==> config.mk <==
export PLATFORM = sky130hd
export DESIGN_NAME = adc_burst_accumulate_control
export DESIGN_NICKNAME = d
export VERILOG_FILES = /design/src/rtl/adc_burst_accumulate_control.v
export VERILOG_INCLUDE_DIRS = /design/src /design/src/shared
export SDC_FILE = /design/constraint.sdc
export NUM_CORES = 1
export LEC_CHECK = 0
export BUFFER_PORTS_ARGS = -buffer_cell sky130_fd_sc_hd__buf_2
export CORE_MARGIN = 2
export CORE_UTILIZATION = 35
export DETAILED_ROUTE_END_ITERATION = 12
export SLEW_MARGIN = 20
export SYNTH_ARGS = -nofsm -noshare
export SYNTH_HDL_FRONTEND = slang
export SYNTH_SLANG_ARGS = --single-unit
export TNS_END_PERCENT = 10
==> constraint.sdc <==
create_clock -name clk -period 5.6 [get_ports clk]
set_clock_uncertainty 0.15 [all_clocks]
set_input_delay 0.56 -clock clk [delete_from_list [all_inputs] [get_ports clk]]
set_output_delay 0.56 -clock clk [all_outputs]
set_load 0.05 [all_outputs]
==> src/shared/adc_burst_defines.vh <==
// Constants for the converter sequencing and result formatting block
`ifndef ADC_BURST_DEFINES_VH
`define ADC_BURST_DEFINES_VH

// Register offsets (byte addresses)
`define OFS_CONTROL 8'h00
`define OFS_CONFIG 8'h04
`define OFS_TIMING 8'h08
`define OFS_RESULT_HIGH 8'h0C
`define OFS_RESULT_LOW 8'h10

// Control register fields
`define CTL_ENABLE 7
`define CTL_BURST 6
`define CTL_DONE 5
`define CTL_BUSY 4
`define CTL_TRIG_HI 1
`define CTL_TRIG_LO 0

// Trigger source encodings
`define TRIG_SOFTWARE 2'h0
`define TRIG_INTERNAL 2'h1
`define TRIG_EXTERNAL 2'h2

// Config register fields
`define CFG_TRACK_DELAY 0
`define CFG_EIGHT_BIT 1
`define CFG_JUST_HI 4
`define CFG_JUST_LO 2
`define CFG_RPT_HI 7
`define CFG_RPT_LO 5

// Timing register fields
`define TIM_PWR_HI 7
`define TIM_PWR_LO 4
`define TIM_TRK_HI 3
`define TIM_TRK_LO 0

// Justification codes
`define JUST_LEFT 3'h4

// Sequencing counts
`define TRACK_SAR_TICKS 3'h4
`define CONV_TICKS_10 4'hC
`define CONV_TICKS_8 4'hA

// Reset values
`define CONTROL_RESET 8'h00
`define CONFIG_RESET 8'h00
`define TIMING_RESET 8'h00

`endif

==> src/rtl/adc_burst_accumulate_control.v <==
// Converter sequencer with burst accumulation and result formatting
`timescale 1ns/100ps
`default_nettype none
`include "adc_burst_defines.vh"

module adc_burst_accumulate_control #(
  parameter SAR_DIV = 4,
  parameter BURST_DIV = 2
) (
  // Clock and reset
  input wire clk,
  input wire rst_b,
  // Register port
  input wire [7:0] reg_addr,
  input wire [7:0] reg_wdata,
  input wire reg_write,
  input wire reg_read,
  output reg [7:0] reg_rdata_q,
  // Trigger sources
  input wire internal_trigger,
  input wire external_convert_pin,
  // Analog converter core
  input wire [9:0] core_code,
  output wire core_power,
  output wire core_track,
  output wire core_convert,
  output wire core_eight_bit,
  // Result towards window comparison
  output reg [7:0] result_high_byte_q,
  output reg [7:0] result_low_byte_q,
  output reg result_valid_q,
  // Status
  output wire conversion_complete_flag,
  output wire conversion_busy_bit
);

  // Register map, all registers eight bits wide and reset to zero
  //   control: enable, burst, complete flag, busy, two spare bits, trigger select
  //   config: tracking delay, eight-bit mode, justify/shift field, repeat field
  //   timing: power-up delay in the high nibble, burst tracking in the low nibble
  //   result high and result low are read only; writes to them are dropped
  //   unmapped reads return zero and unmapped writes are dropped
  //
  // Complete flag
  //   Writing zero to its control bit clears it; writing one leaves it alone
  //   A series ending in the same cycle as a clear keeps the flag set
  //
  // Busy bit
  //   Reads one whenever the sequencer is out of idle
  //   Writing one is a software start, honoured only under software trigger
  //
  // Trigger select
  //   0 software, 1 internal pulse, 2 external pin rising edge, 3 no source
  //   Selecting 3 parks the sequencer, handy while fields are reprogrammed
  //
  // Repeat field
  //   0 one sample, 1 four, 2 eight, 3 sixteen, 4 thirty-two, 5 sixty-four
  //   6 and 7 also give sixty-four rather than an undefined count
  //
  // Justify/shift field
  //   Low two bits shift the sum right by zero to three places
  //   Value 100 left-aligns a single ten-bit code in the result bytes, except in eight-bit mode
  //   Other codes with the top bit set behave as their low two bits
  //   Left alignment only suits one sample; software keeps it off for sums
  //
  // Power-up delay
  //   Counted in burst oscillator ticks: field value plus one ticks in all
  //   The extra tick covers the partial tick in which the start arrives
  //
  // Burst tracking
  //   Counted in burst oscillator ticks, zero to fifteen
  //   Applied before every burst sample except the first
  //
  // Tracking delay bit
  //   Adds four SAR ticks of tracking after a software or internal start
  //   Outside burst mode under the external pin the pin itself times tracking, so none are added
  //   In burst mode the four ticks are added to every sample
  //
  // Eight-bit mode
  //   A conversion takes ten SAR ticks instead of twelve
  //   The two dropped bits enter the sum as zero; the low result byte reads zero
  //
  // Clock enables
  //   Both slower rates come from free-running dividers of the one clock
  //   A conversion starts on an arbitrary divider phase, so its first tick
  //   may be up to one divider period short; later ticks are full length
  //
  // Trigger rate
  //   In burst mode sources keep starts at least four clocks apart
  //   Any start that arrives outside idle is dropped, not queued
  //
  // Core handshake
  //   core_convert stands high for the whole conversion
  //   core_code is taken at the clock edge that ends the last tick
  //   core_track is high while the sample capacitor should follow the input
  //
  // Result path
  //   The first sample of each series overwrites the accumulator
  //   Result bytes and the valid pulse change only at the end of a series
  //   result_valid_q is the strobe towards the window comparison
  //   The sum is sixteen bits; sixty-four full-scale samples still fit
  //
  // Reset
  //   All registers zero, converter unpowered, sequencer idle
  //   The external pin edge detector resets to the pin's idle low level,
  //   so releasing reset fakes a rising edge only if the pin is already high

  localparam [3:0] S_IDLE = 4'b0001;
  localparam [3:0] S_PWRUP = 4'b0010;
  localparam [3:0] S_TRACK = 4'b0100;
  localparam [3:0] S_CONV = 4'b1000;

  // Repeat field: 0..5 give 1,4,8,16,32,64; 6 and 7 also give 64
  function [6:0] repeat_count;
    input [2:0] f;
    begin
      case (f)
        3'h0: repeat_count = 7'h01;
        3'h1: repeat_count = 7'h04;
        3'h2: repeat_count = 7'h08;
        3'h3: repeat_count = 7'h10;
        3'h4: repeat_count = 7'h20;
        default: repeat_count = 7'h40;
      endcase
    end
  endfunction

  reg [7:0] control_q;
  reg [7:0] config_q;
  reg [7:0] timing_q;
  reg [3:0] state_q;
  reg power_q;
  reg done_q;
  reg pin_prev_q;
  reg [7:0] sar_div_q;
  reg [7:0] burst_div_q;
  reg [3:0] tk_rem_q;
  reg [2:0] sar_rem_q;
  reg [4:0] pw_rem_q;
  reg [3:0] conv_rem_q;
  reg [6:0] sample_cnt_q;
  reg [15:0] acc_q;

  wire enable_bit = control_q[`CTL_ENABLE];
  wire burst_bit = control_q[`CTL_BURST];
  wire [1:0] trig_sel = control_q[`CTL_TRIG_HI:`CTL_TRIG_LO];
  wire tracking_delay_bit = config_q[`CFG_TRACK_DELAY];
  wire eight_bit_mode_bit = config_q[`CFG_EIGHT_BIT];
  wire [2:0] justify_shift_field = config_q[`CFG_JUST_HI:`CFG_JUST_LO];
  wire [2:0] repeat_count_field = config_q[`CFG_RPT_HI:`CFG_RPT_LO];
  wire [3:0] powerup_delay_field = timing_q[`TIM_PWR_HI:`TIM_PWR_LO];
  wire [3:0] burst_tracking_field = timing_q[`TIM_TRK_HI:`TIM_TRK_LO];
  wire [6:0] rpt = repeat_count(repeat_count_field);

  wire sel_ctrl = reg_addr == `OFS_CONTROL;
  wire wr_ctrl = reg_write && sel_ctrl;
  wire wr_cfg = reg_write && (reg_addr == `OFS_CONFIG);
  wire wr_tim = reg_write && (reg_addr == `OFS_TIMING);

  wire sar_tick = sar_div_q == 8'h00;
  wire burst_tick = burst_div_q == 8'h00;
  wire ext_sel = trig_sel == `TRIG_EXTERNAL;
  wire pin_rise = external_convert_pin && !pin_prev_q;

  // Start sources, one of which is armed by the trigger select
  wire sw_start = wr_ctrl && reg_wdata[`CTL_BUSY] && trig_sel == `TRIG_SOFTWARE;
  wire hw_start = internal_trigger && trig_sel == `TRIG_INTERNAL;
  wire pin_start = pin_rise && ext_sel;
  wire start_any = sw_start || hw_start || pin_start;
  // Non-burst conversions need a powered converter; starts outside idle are dropped
  wire start_ok = start_any && state_q[0] && (burst_bit || enable_bit);

  // Sample with two forced-zero LSBs in eight-bit mode
  wire [9:0] sample = eight_bit_mode_bit ? {core_code[9:2], 2'b00} : core_code;
  wire first_sample = sample_cnt_q == 7'h00;
  wire [15:0] acc_sum = (first_sample ? 16'h0000 : acc_q) + {6'h00, sample};
  wire last_sample = (sample_cnt_q + 7'h01) >= rpt;
  wire conv_end = state_q[3] && sar_tick && conv_rem_q == 4'h1;
  wire [3:0] conv_len = eight_bit_mode_bit ? `CONV_TICKS_8 : `CONV_TICKS_10;

  // Formatting of the finished sum
  reg [15:0] formatted;
  always @* begin
    formatted = acc_sum >> justify_shift_field[1:0];
    if (justify_shift_field == `JUST_LEFT)
      formatted = {acc_sum[9:0], 6'h00};
    if (eight_bit_mode_bit)
      formatted = {formatted[9:2], 8'h00};
  end

  // SAR and burst clock enables
  always @(posedge clk or negedge rst_b) begin
    if (!rst_b) begin
      sar_div_q <= 8'h00;
      burst_div_q <= 8'h00;
      pin_prev_q <= 1'b0;
    end else begin
      sar_div_q <= sar_tick ? SAR_DIV[7:0] - 8'h01 : sar_div_q - 8'h01;
      burst_div_q <= burst_tick ? BURST_DIV[7:0] - 8'h01 : burst_div_q - 8'h01;
      pin_prev_q <= external_convert_pin;
    end
  end

  // Register file
  always @(posedge clk or negedge rst_b) begin
    if (!rst_b) begin
      control_q <= `CONTROL_RESET;
      config_q <= `CONFIG_RESET;
      timing_q <= `TIMING_RESET;
    end else begin
      if (wr_ctrl) begin
        control_q[`CTL_ENABLE] <= reg_wdata[`CTL_ENABLE];
        control_q[`CTL_BURST] <= reg_wdata[`CTL_BURST];
        control_q[`CTL_TRIG_HI:`CTL_TRIG_LO] <= reg_wdata[`CTL_TRIG_HI:`CTL_TRIG_LO];
      end
      if (wr_cfg)
        config_q <= reg_wdata;
      if (wr_tim)
        timing_q <= reg_wdata;
    end
  end

  always @(posedge clk or negedge rst_b) begin
    if (!rst_b) begin
      reg_rdata_q <= 8'h00;
    end else if (reg_read) begin
      case (reg_addr)
        `OFS_CONTROL: reg_rdata_q <= {enable_bit, burst_bit, done_q, conversion_busy_bit,
                                      2'b00, trig_sel};
        `OFS_CONFIG: reg_rdata_q <= config_q;
        `OFS_TIMING: reg_rdata_q <= timing_q;
        `OFS_RESULT_HIGH: reg_rdata_q <= result_high_byte_q;
        `OFS_RESULT_LOW: reg_rdata_q <= result_low_byte_q;
        default: reg_rdata_q <= 8'h00;
      endcase
    end else begin
      reg_rdata_q <= 8'h00;
    end
  end

  // Complete flag: a set in the same cycle as a software clear wins
  always @(posedge clk or negedge rst_b) begin
    if (!rst_b)
      done_q <= 1'b0;
    else if (conv_end && last_sample)
      done_q <= 1'b1;
    else if (wr_ctrl && !reg_wdata[`CTL_DONE])
      done_q <= 1'b0;
  end

  // Sequencer
  always @(posedge clk or negedge rst_b) begin
    if (!rst_b) begin
      state_q <= S_IDLE;
      power_q <= 1'b0;
      tk_rem_q <= 4'h0;
      sar_rem_q <= 3'h0;
      pw_rem_q <= 5'h00;
      conv_rem_q <= 4'h0;
      sample_cnt_q <= 7'h00;
      acc_q <= 16'h0000;
      result_high_byte_q <= 8'h00;
      result_low_byte_q <= 8'h00;
      result_valid_q <= 1'b0;
    end else begin
      result_valid_q <= 1'b0;
      case (state_q)
        S_IDLE: begin
          power_q <= enable_bit;
          if (start_ok) begin
            tk_rem_q <= 4'h0;
            sar_rem_q <= tracking_delay_bit ? `TRACK_SAR_TICKS : 3'h0;
            if (burst_bit && !power_q && !enable_bit) begin
              power_q <= 1'b1;
              pw_rem_q <= {1'b0, powerup_delay_field} + 5'h01;
              state_q <= S_PWRUP;
            end else if (burst_bit) begin
              power_q <= 1'b1;
              state_q <= S_TRACK;
            end else if (tracking_delay_bit && !ext_sel) begin
              state_q <= S_TRACK;
            end else begin
              conv_rem_q <= conv_len;
              state_q <= S_CONV;
            end
          end
        end
        // Core is already powered here and settles for the programmed delay
        S_PWRUP: begin
          if (burst_tick) begin
            pw_rem_q <= pw_rem_q - 5'h01;
            if (pw_rem_q == 5'h01)
              state_q <= S_TRACK;
          end
        end
        // Burst tracking ticks first, then the four SAR ticks of the delay bit
        S_TRACK: begin
          if (tk_rem_q != 4'h0) begin
            if (burst_tick)
              tk_rem_q <= tk_rem_q - 4'h1;
          end else if (sar_rem_q != 3'h0) begin
            if (sar_tick)
              sar_rem_q <= sar_rem_q - 3'h1;
          end else begin
            conv_rem_q <= conv_len;
            state_q <= S_CONV;
          end
        end
        S_CONV: begin
          if (sar_tick)
            conv_rem_q <= conv_rem_q - 4'h1;
          if (conv_end) begin
            acc_q <= acc_sum;
            if (last_sample) begin
              sample_cnt_q <= 7'h00;
              result_high_byte_q <= formatted[15:8];
              result_low_byte_q <= formatted[7:0];
              result_valid_q <= 1'b1;
              power_q <= burst_bit ? enable_bit : power_q;
              state_q <= S_IDLE;
            end else begin
              sample_cnt_q <= sample_cnt_q + 7'h01;
              if (burst_bit) begin
                tk_rem_q <= burst_tracking_field;
                sar_rem_q <= tracking_delay_bit ? `TRACK_SAR_TICKS : 3'h0;
                state_q <= S_TRACK;
              end else begin
                state_q <= S_IDLE;
              end
            end
          end
        end
        default: state_q <= S_IDLE;
      endcase
    end
  end

  // Continuous tracking when idle in non-burst; pin-gated tracking with delay bit
  wire idle_track = !burst_bit && state_q[0] && !(ext_sel && tracking_delay_bit &&
                    external_convert_pin);
  assign core_power = power_q;
  assign core_track = power_q && (state_q[2] || idle_track);
  assign core_convert = state_q[3];
  assign core_eight_bit = eight_bit_mode_bit;
  assign conversion_complete_flag = done_q;
  assign conversion_busy_bit = !state_q[0];

endmodule // adc_burst_accumulate_control
`default_nettype wire

==> impl_metrics.json, run 1 <==
{
  "path_cells": "nor4_1 -> nand3b_1 -> and2_1 -> ha_1 -> o211a_1 -> a21o_1 -> a31oi_1 -> xor2_1 -> mux4_2 -> a31o_1 -> a31oi_1",
  "final-max-slew-violation-count": 0,
  "clock_tree.htree_level_count": 3,
  "clk_path_buf_depth": 2,
  "via_count": 5584,
  "worst_ep_arrival_time_ns": 4.37,
  "ys_async_sr_fraction": 1.00,
  "half_perimeter_wire_length_of_the_detailed_placement_result_um": 12900,
  "max-slew-margin-rel": 0.260,
  "n_fill_cell": 1881,
  "reg2regPathDepth": 11,
  "routability_congestion": 0.895,
  "endpoint_kind": "flip-flop",
  "synthFlopType": "dfrtp_1",
  "worstSetupStartpoint": "sample_cnt_q[3]",
  "average_footprint_of_a_synthesized_cell_um2": 9.36,
  "die_y_um": 142,
  "critPathSlowestCell": "nand3b_1",
  "vias_per_cell": 5.58,
  "first_global_vias": 5353,
  "post_route_cells_drive_above_1_share": 0.188,
  "fin_total_pwr_w": 0.00211,
  "tcrit_tclk_final": 0.757,
  "io_pins": 63,
  "placement.io_buffers": 62,
  "cts_post_setup_buffers_inserted": 0,
  "ys_warn_count": 0,
  "drt_wl_total_um": 17300,
  "design.final.nets": 825,
  "wl_per_cell_um": 17.3,
  "critPathRequiredTime_ns": 5.73,
  "critical_path.max_stage_delay_ns": 0.52,
  "worst-r2r-setup-slack_ns": 1.36,
  "fp.coreArea_mm2": 0.0187,
  "combined_area_of_the_multi_input_logic_cells_mm2": 0.00375,
  "antenna_cells_inserted": 0,
  "final-seq-area_mm2": 0.00268,
  "ir_worst_vdd_uv": 173,
  "drt_drc_violations_left": 0,
  "worstPathBufferInverterCount": 0,
  "maximum_number_of_pins_on_one_net_before_global_route_repair": 67,
  "synth_nets": 776,
  "r2r_start": "sample_cnt_q[3]",
  "rsz_0062_raised_after_global_routing": "false",
  "final_critical_path_required_period_ns": 4.24,
  "worstMarginPinSlew_ns": 1.10,
  "globalRoute.totalOverflow": 0,
  "floorplan.rows": 50,
  "cts_hold_repair.buffers": 0,
  "start_util": 0.356,
  "ant_nets": 0,
  "clock_sinks": 107,
  "cp.depth": 11,
  "dr.pass1.iters": 5,
  "power_per_cell_area_mw_per_mm2": 282,
  "final.setup.tns_ns": 0,
  "type_of_the_worst_setup_path": "flip-flop to flip-flop",
  "clock-root-buffer": "clkbuf_16",
  "crit_fanout": 16,
  "critical_path.startpoint_type": "flip-flop",
  "grt_util_all_layers": 0.178,
  "number_of_drc_markers_after_the_initial_detailed_route_iteration": 323,
  "result_of_the_run": "finished clean",
  "clk_pin_slew_worst_paths_ns": 0.07,
  "synth.cell_area_mm2": 0.00666,
  "cell_class_contributing_the_biggest_share_of_worst_path_delay": "compound AO/OA/AOI/OAI gates",
  "synth_enable_flop_cells": 0,
  "cap_violations": 0,
  "final-setup-viol-count": 0,
  "later_pin_clock_latency_in_the_skew_report_ns": 0.36,
  "cts_tree": "done",
  "synth.yosys.seq_area_share": 0.402,
  "yosys_register_bits": 107,
  "ctsResizeCount": 0,
  "worstHoldPathType": "input port to async pin",
  "chipWidth_um": 142,
  "antenna_found_initial": 0,
  "critical_path.most_common_cell": "a31oi_1",
  "post_synth_inst_count": 712,
  "area.growth.synth_to_final_pct": 12.3,
  "post_synth_num_cell_types": 82,
  "hold_viol_final": 0,
  "cts-buffers-inserted": 9,
  "maxClockFrequency_mhz": 236,
  "wire_length_of_the_first_global_routing_pass_um": 28300,
  "static-leakage-power_nw": 3.39,
  "die_area_mm2": 0.0202
}
==> metrics by stage <==
step	setup slack (ns)	instances	instance area, um2	util	hold slack (ns)
2_1_floorplan	1.93	712	6660	-	0.114
3_3_place_gp	1.47	984	7190	0.384	0.309
3_5_place_dp	1.36	984	7190	0.384	0.319
4_1_cts	1.35	1000	7480	0.400	0.170
5_1_grt	0.926	1000	7480	0.400	0.174
6_report	1.36	1000	7480	0.400	0.175
==> per-layer routing <==
metal,part of all wire,vias up,wire length [um],GRT usage
met5,0,-,0,0
met4,0.014,0,249,0.0495
met3,0.048,23,830,0.0340
met2,0.48,145,8200,0.291
met1,0.46,2718,7980,0.242
li1,-,2698,-,-
==> cell usage in the layout (no fill, tap or decap), types with 3 or more instances in the layout <==
cell type / instances
o21ai_0: 57
mux2_2: 38
a21oi_1: 40
ha_1: 31
xnor2_1: 13
nand3b_1: 9
nand4b_1: 4
a222oi_1: 6
mux2i_1: 3
nand4_1: 3
and3_1: 4
or4_1: 3
o21a_1: 4
a211oi_1: 5
xor2_1: 13
a31oi_1: 8
nor2b_1: 5
nor4_1: 3
or3_1: 4
nand3_1: 17
a221oi_1: 3
buf_2: 61
o221ai_1: 3
o22ai_1: 5
and2_1: 12
a22o_1: 13
nand2b_1: 8
nor2_1: 61
clkbuf_16: 9
dfrtp_1: 106
nor3_1: 26
o22a_1: 3
buf_4: 4
nand2_1: 68
inv_1: 33
o211ai_1: 3
a21o_1: 8
a22oi_1: 3
o32ai_1: 4
==> flip-flops by register name, summed over array words and instances (netlist names), 5 cells and up <==
name / flops
acc_q: 16
burst_div_q: 8
config_q: 8
pw_rem_q: 5
reg_rdata_q: 8
result_high_byte_q: 8
result_low_byte_q: 8
sample_cnt_q: 7
sar_div_q: 8
timing_q: 8
==> synthesized netlist by cell type, types with 13 or more instances <==
| cell type | instances | area share |
|---|---|---|
| nor3_1 | 27 | 0.020 |
| nor2_1 | 61 | 0.034 |
| nand3_1 | 17 | 0.013 |
| inv_1 | 33 | 0.019 |
| xor2_1 | 13 | 0.017 |
| xnor2_1 | 13 | 0.017 |
| nand2_1 | 69 | 0.039 |
| a22o_1 | 13 | 0.017 |
| ha_1 | 31 | 0.058 |
| a21oi_1 | 40 | 0.030 |
| mux2_2 | 38 | 0.064 |
| o21ai_0 | 57 | 0.043 |
| clkbuf_1 | 20 | 0.011 |
| dfrtp_1 | 106 | 0.40 |
==> area by class of cell <==
cell class,count,share of cell area
multi-input combinational,544,0.502
sequential,107,0.358
timing repair buffer,65,0.0448
tap,234,0.0391
clock buffer,11,0.0311
inverter,34,0.0171
clock inverter,5,0.00803
==> final timing paths <==
kind                                         endpoint
worst max-delay path            result_high_byte_q[4]
worst min-delay path                     sar_div_q[6]
worst max register to register  result_high_byte_q[4]
worst min register to register               acc_q[2]
max in group asynchronous                  state_q[0]
min in group clk                           pin_prev_q
==> power by group <==
part	internal, W	switching, W	leakage [nW]	total [W]
Combinational	0.000200	0.000346	1.90	0.000546
Clock	0.000350	0.000293	0.141	0.000642
Sequential	0.000849	0.0000743	1.35	0.000923
==> logic make-up after synthesis <==
group,share of synthesized area
and+or+nand+nor,0.194
AOI/OAI and AO/OA,0.195
DFF,0.402
buffers and inverters,0.0357
muxes,0.0772
adders and majority gates,0.0612
xor gates and xnor gates,0.0342
==> worst reg2reg max path: cells and delay by family, from the launching register on <==
family | cells | cell delay (ns)
xor+xnor | 1 | 0.20
simple gates | 3 | 1.25
fa+ha+maj | 1 | 0.35
mux | 1 | 0.52
flops | 1 | 0.43
compound gates | 5 | 1.29
Note: power is estimated with default switching activity, not from simulation.
==> run 2: changes to the inputs <==
==> constraint.sdc (replaced) <==
create_clock -name clk -period 4.21 [get_ports clk]
set_clock_uncertainty 0.15 [all_clocks]
set_input_delay 0.421 -clock clk [delete_from_list [all_inputs] [get_ports clk]]
set_output_delay 0.421 -clock clk [all_outputs]
set_load 0.05 [all_outputs]
==> impl_metrics.json, run 2 (synthesized netlist as in run 1, its figures left out) <==
{
  "antenna_cells_inserted": 0,
  "static-leakage-power_nw": 3.45,
  "globalRoute.totalOverflow": 0,
  "worst-r2r-setup-slack_ns": 0.37,
  "final-setup-viol-count": 0,
  "rsz_0062_raised_after_global_routing": "false",
  "die_y_um": 142,
  "ir_worst_vdd_uv": 221,
  "final.setup.tns_ns": 0,
  "vias_per_cell": 5.53,
  "critical_path.max_stage_delay_ns": 0.43,
  "final_critical_path_required_period_ns": 3.84,
  "clk_path_buf_depth": 2,
  "critPathRequiredTime_ns": 4.28,
  "number_of_drc_markers_after_the_initial_detailed_route_iteration": 446,
  "cap_violations": 0,
  "routability_congestion": 0.926,
  "design.final.nets": 838,
  "placement.io_buffers": 62,
  "cell_class_contributing_the_biggest_share_of_worst_path_delay": "compound AO/OA/AOI/OAI gates",
  "path_cells": "nor4_1 -> nand3b_1 -> buf_4 -> buf_4 -> and2_1 -> ha_1 -> a21oi_1 -> nand2_1 -> nor3b_1 -> a311o_1 -> nor2_1 -> o22ai_1 -> a311oi_1 -> o21ai_0",
  "worstHoldPathType": "input port to async pin",
  "worst_ep_arrival_time_ns": 3.92,
  "clock_sinks": 107,
  "clk_pin_slew_worst_paths_ns": 0.07,
  "commonest_non_fill_non_tap_cells_in_the_layout": "dfrtp_1, nand2_1, nor2_1, buf_2, o21ai_0",
  "ant_nets": 0,
  "wl_per_cell_um": 17.4,
  "cts-buffers-inserted": 9,
  "grt_util_all_layers": 0.179,
  "endpoint_kind": "flip-flop",
  "r2r-end": "result_high_byte_q[1]",
  "dr.pass1.iters": 6,
  "half_perimeter_wire_length_of_the_detailed_placement_result_um": 13400,
  "worstPathBufferInverterCount": 2,
  "later_pin_clock_latency_in_the_skew_report_ns": 0.36,
  "clock-root-buffer": "clkbuf_16",
  "largest_register_ff_count": 16,
  "antenna_found_initial": 0,
  "critical_path.most_common_cell": "buf_4",
  "power_per_cell_area_mw_per_mm2": 369,
  "critical_path.startpoint_type": "flip-flop",
  "result_of_the_run": "finished clean",
  "area.growth.synth_to_final_pct": 13.6,
  "reg2regPathDepth": 14,
  "maximum_number_of_pins_on_one_net_before_global_route_repair": 72,
  "wire_length_of_the_first_global_routing_pass_um": 28600,
  "floorplan.rows": 50,
  "start_util": 0.356,
  "maxClockFrequency_mhz": 260,
  "r2r_start": "sample_cnt_q[3]",
  "final.hold.worst_slack_ns": 0.0344,
  "fp.coreArea_mm2": 0.0187,
  "drt_wl_total_um": 17700,
  "type_of_the_worst_setup_path": "flip-flop to flip-flop",
  "io_pins": 63,
  "tcrit_tclk_final": 0.913,
  "first_global_vias": 5408,
  "crit_fanout": 9,
  "max-slew-margin-rel": 0.378,
  "fin_total_pwr_w": 0.00279,
  "chipWidth_um": 142,
  "mostFrequentLayoutCell": "dfrtp_1",
  "critPathSlowestCell": "dfrtp_1",
  "via_count": 5602,
  "post_route_cells_drive_above_1_share": 0.202,
  "worstMarginPinSlew_ns": 0.933,
  "die_area_mm2": 0.0202,
  "final_util": 0.405,
  "drt_drc_violations_left": 0,
  "hold_viol_final": 0,
  "ctsResizeCount": 0,
  "final-max-slew-violation-count": 0,
  "cts_tree": "done",
  "most_flop_heavy_register": "acc_q",
  "clock_tree.htree_level_count": 3
}
-- run 2: cell count changes in the layout (fill, tap and decap cells not counted), sizes merged --
cell	before	now
inv	36	37
bufinv	1	0
buf	65	78
-- run 2: per-stage QoR --
step	std cells	setup slack, ns	cell area, um2
after floorplan	712	0.538	6660
after global placement	996	0.337	7280
after detailed placement	996	0.249	7280
after CTS	1012	0.215	7560
after global routing	1013	0.118	7570
final	1013	0.365	7570
-- run 2: area by class of cell --
cell class	count	area, um2
Fill cell	1889	11100
Sequential cell	107	2680
Clock buffer	11	243
Clock inverter	5	42.5
Timing Repair Buffer	78	433
Multi-Input combinational cell	544	3750
Tap cell	234	293
Inverter	34	128
-- run 2: power breakdown --
part / internal (W) / total, W / leakage [nW] / switching [W]
clock: 0.000426 / 0.000830 / 0.137 / 0.000404
sequential: 0.00113 / 0.00123 / 1.35 / 0.000100
combinational: 0.000270 / 0.000733 / 1.97 / 0.000463
total: 0.00182 / 0.00279 / 3.45 / 0.000966
-- run 2: worst reg2reg max path, stage by stage, from the launching register on --
cell      delay (ns)
dfrtp_1         0.43
nor4_1          0.37
nand3b_1        0.12
buf_4           0.18
buf_4           0.17
and2_1          0.16
ha_1            0.36
a21oi_1         0.29
nand2_1         0.16
nor3b_1         0.17
a311o_1         0.34
nor2_1          0.20
o22ai_1         0.12
a311oi_1        0.36
o21ai_0         0.12
-- run 2: timing repair --
| item | 4_1_cts | 5_1_grt |
|---|---|---|
| hold buffers | 0 | 0 |
| setup endpoints to repair | 0 | 6 |
| setup buffers | 0 | 1 |
-- run 2: how the worst max path moves through the flow --
| stage | startpoint | end | slack, ns | depth (start not counted) |
|---|---|---|---|---|
| 6_report | sample_cnt_q[3] | result_high_byte_q[1] | 0.37 | 14 |
| 5_1_grt | sample_cnt_q[3] | result_high_byte_q[1] | 0.12 | 14 |
| 4_1_cts | sample_cnt_q[3] | result_high_byte_q[1] | 0.22 | 13 |
| 3_5_place_dp | sample_cnt_q[3] | result_high_byte_q[1] | 0.25 | 13 |
| 3_3_place_gp | sample_cnt_q[3] | result_high_byte_q[4] | 0.34 | 11 |
| 2_1_floorplan | sample_cnt_q[0] | result_high_byte_q[4] | 0.54 | 16 |
-- run 2: per-layer routing --
| layer | routed length [um] | part of all wire | global-route usage | vias to the layer above |
|---|---|---|---|---|
| met5 | 0 | 0 | 0 | - |
| met4 | 257 | 0.015 | 0.0405 | 0 |
| met1 | 8160 | 0.46 | 0.239 | 2710 |
| li1 | - | - | - | 2734 |
| met3 | 888 | 0.050 | 0.0441 | 21 |
| met2 | 8370 | 0.47 | 0.296 | 137 |
==> run 3: changes to the inputs <==
--- a/config.mk
+++ b/config.mk
@@ -10,6 +10,7 @@
 export CORE_MARGIN = 2
 export CORE_UTILIZATION = 35
 export DETAILED_ROUTE_END_ITERATION = 12
+export PLACE_DENSITY = 0.52
 export SLEW_MARGIN = 20
 export SYNTH_ARGS = -nofsm -noshare
 export SYNTH_HDL_FRONTEND = slang
==> impl_metrics.json, run 3 (synthesized netlist as in run 1, its figures left out) <==
{
  "result_of_the_run": "finished clean",
  "drt_drc_violations_left": 0,
  "drt_wl_total_um": 18400,
  "worstPathBufferInverterCount": 1,
  "routability_congestion": 0.948,
  "fin_total_pwr_w": 0.00283,
  "design.final.nets": 836,
  "largest_register_ff_count": 16,
  "via_count": 5744,
  "hold_viol_final": 0,
  "dr.pass1.iters": 6,
  "floorplan.rows": 50,
  "cts-buffers-inserted": 9,
  "ir_worst_vdd_uv": 192,
  "reg2regPathDepth": 13,
  "critPathSlowestCell": "dfrtp_1",
  "clock_sinks": 107,
  "r2r-end": "result_high_byte_q[1]",
  "final-setup-viol-count": 0,
  "chipWidth_um": 142,
  "crit_fanout": 11,
  "cts_tree": "done",
  "setup_slack_ns": 0.226,
  "final_util": 0.405,
  "wire_length_of_the_first_global_routing_pass_um": 29900,
  "clk_path_buf_depth": 2,
  "rsz_0062_raised_after_global_routing": "false",
  "die_y_um": 142,
  "worst_ep_arrival_time_ns": 4.04,
  "ant_nets": 0,
  "r2r_start": "sample_cnt_q[3]",
  "tcrit_tclk_final": 0.946,
  "clk_pin_slew_worst_paths_ns": 0.07,
  "cell_class_contributing_the_biggest_share_of_worst_path_delay": "simple AND/OR/NAND/NOR gates",
  "worstHoldPathType": "input port to flip-flop",
  "number_of_drc_markers_after_the_initial_detailed_route_iteration": 412,
  "final_critical_path_required_period_ns": 3.98,
  "fp.coreArea_mm2": 0.0187,
  "cap_violations": 0,
  "first_global_vias": 5611,
  "endpoint_kind": "flip-flop",
  "mostFrequentLayoutCell": "dfrtp_1",
  "start_util": 0.356,
  "static-leakage-power_nw": 3.45,
  "antenna_found_initial": 0,
  "power_per_cell_area_mw_per_mm2": 374,
  "cts_post_setup_buffers_inserted": 0,
  "commonest_non_fill_non_tap_cells_in_the_layout": "dfrtp_1, nand2_1, buf_2, nor2_1, o21ai_0",
  "post_route_cells_drive_above_1_share": 0.202,
  "type_of_the_worst_setup_path": "flip-flop to flip-flop",
  "maximum_number_of_pins_on_one_net_before_global_route_repair": 38,
  "path_cells": "nor4_1 -> nand3b_1 -> buf_4 -> and2_1 -> ha_1 -> a21oi_1 -> nand2_1 -> nor3b_1 -> a311o_1 -> nor2_2 -> o22ai_1 -> a311oi_1 -> o21ai_0",
  "final.setup.tns_ns": 0,
  "half_perimeter_wire_length_of_the_detailed_placement_result_um": 14000,
  "clock-root-buffer": "clkbuf_16",
  "final-max-slew-violation-count": 0,
  "worst-r2r-setup-slack_ns": 0.23,
  "wl_per_cell_um": 18.2,
  "die_area_mm2": 0.0202,
  "grt_util_all_layers": 0.187,
  "later_pin_clock_latency_in_the_skew_report_ns": 0.35,
  "place_worst_setup_slack_ns": 0.233,
  "worstMarginPinSlew_ns": 0.794,
  "area.growth.synth_to_final_pct": 13.8,
  "critical_path.startpoint_type": "flip-flop",
  "most_flop_heavy_register": "acc_q",
  "vias_per_cell": 5.68,
  "critical_path.max_stage_delay_ns": 0.43,
  "max-slew-margin-rel": 0.471,
  "holdPathEnd": "pin_prev_q",
  "critPathRequiredTime_ns": 4.26,
  "antenna_cells_inserted": 0,
  "maxClockFrequency_mhz": 251,
  "placement.io_buffers": 62,
  "worstHoldPathCells": 1,
  "io_pins": 63,
  "globalRoute.totalOverflow": 0,
  "min-delay-start": "external_convert_pin",
  "clock_tree.htree_level_count": 3
}
==> run 3: area by class of cell <==
class,count,area [um2]
Clock buffer,10,239
Clock inverter,6,63.8
Fill cell,1867,11100
Inverter,34,128
Multi-Input combinational cell,544,3760
Sequential cell,107,2680
Tap cell,234,293
Timing Repair Buffer,76,420
==> run 3: report_power, final <==
| group | internal (W) | total (W) | switching (W) |
|---|---|---|---|
| clock network | 0.000478 | 0.000873 | 0.000395 |
| logic | 0.000271 | 0.000732 | 0.000461 |
| registers | 0.00113 | 0.00123 | 0.0000999 |
| total | 0.00188 | 0.00283 | 0.000956 |
==> run 3: per-stage QoR <==
step           cells  hold WS (ns)  area (um2)
4_1_cts         1011        0.0572        7570
3_5_place_dp     994         0.288        7260
2_1_floorplan    712       -0.0246        6660
5_1_grt         1011        0.0513        7580
6_report        1011        0.0688        7580
3_3_place_gp     994         0.271        7260
==> run 3: worst max-delay path by stage <==
stage	start	end	slack [ns]	cells past startpoint
6_report	sample_cnt_q[3]	result_high_byte_q[1]	0.23	13
5_1_grt	sample_cnt_q[3]	result_high_byte_q[1]	0.008	13
4_1_cts	sample_cnt_q[4]	result_high_byte_q[1]	0.15	13
3_5_place_dp	sample_cnt_q[3]	result_high_byte_q[1]	0.23	13
3_3_place_gp	sample_cnt_q[3]	result_high_byte_q[1]	0.27	13
2_1_floorplan	sample_cnt_q[0]	result_high_byte_q[4]	0.54	16
==> run 3: routing by layer <==
layer	GRT usage	vias up	wire [um]
met2	0.308	192	8830
li1	-	2714	-
met3	0.0448	23	1140
met4	0.0416	0	300
met5	0	-	0
met1	0.251	2815	8140
==> run 3: worst reg2reg max path, delay by kind of cell, from the launching register on <==
family / cells / cell delay [ns]
AND/OR/NAND/NOR: 6 / 1.36
flip-flops: 1 / 0.43
AO/OA/AOI/OAI: 5 / 1.28
adder cells (fa/ha/maj): 1 / 0.35
buffers and inverters: 1 / 0.26
==> run 3: repair_timing <==
| item | 4_1_cts | 5_1_grt |
|---|---|---|
| hold endpoints to repair | 35 | 0 |
| endpoints found under the setup margin | 0 | 4 |
| resized for setup | 0 | 4 |
| hold buffers | 1 | 0 |
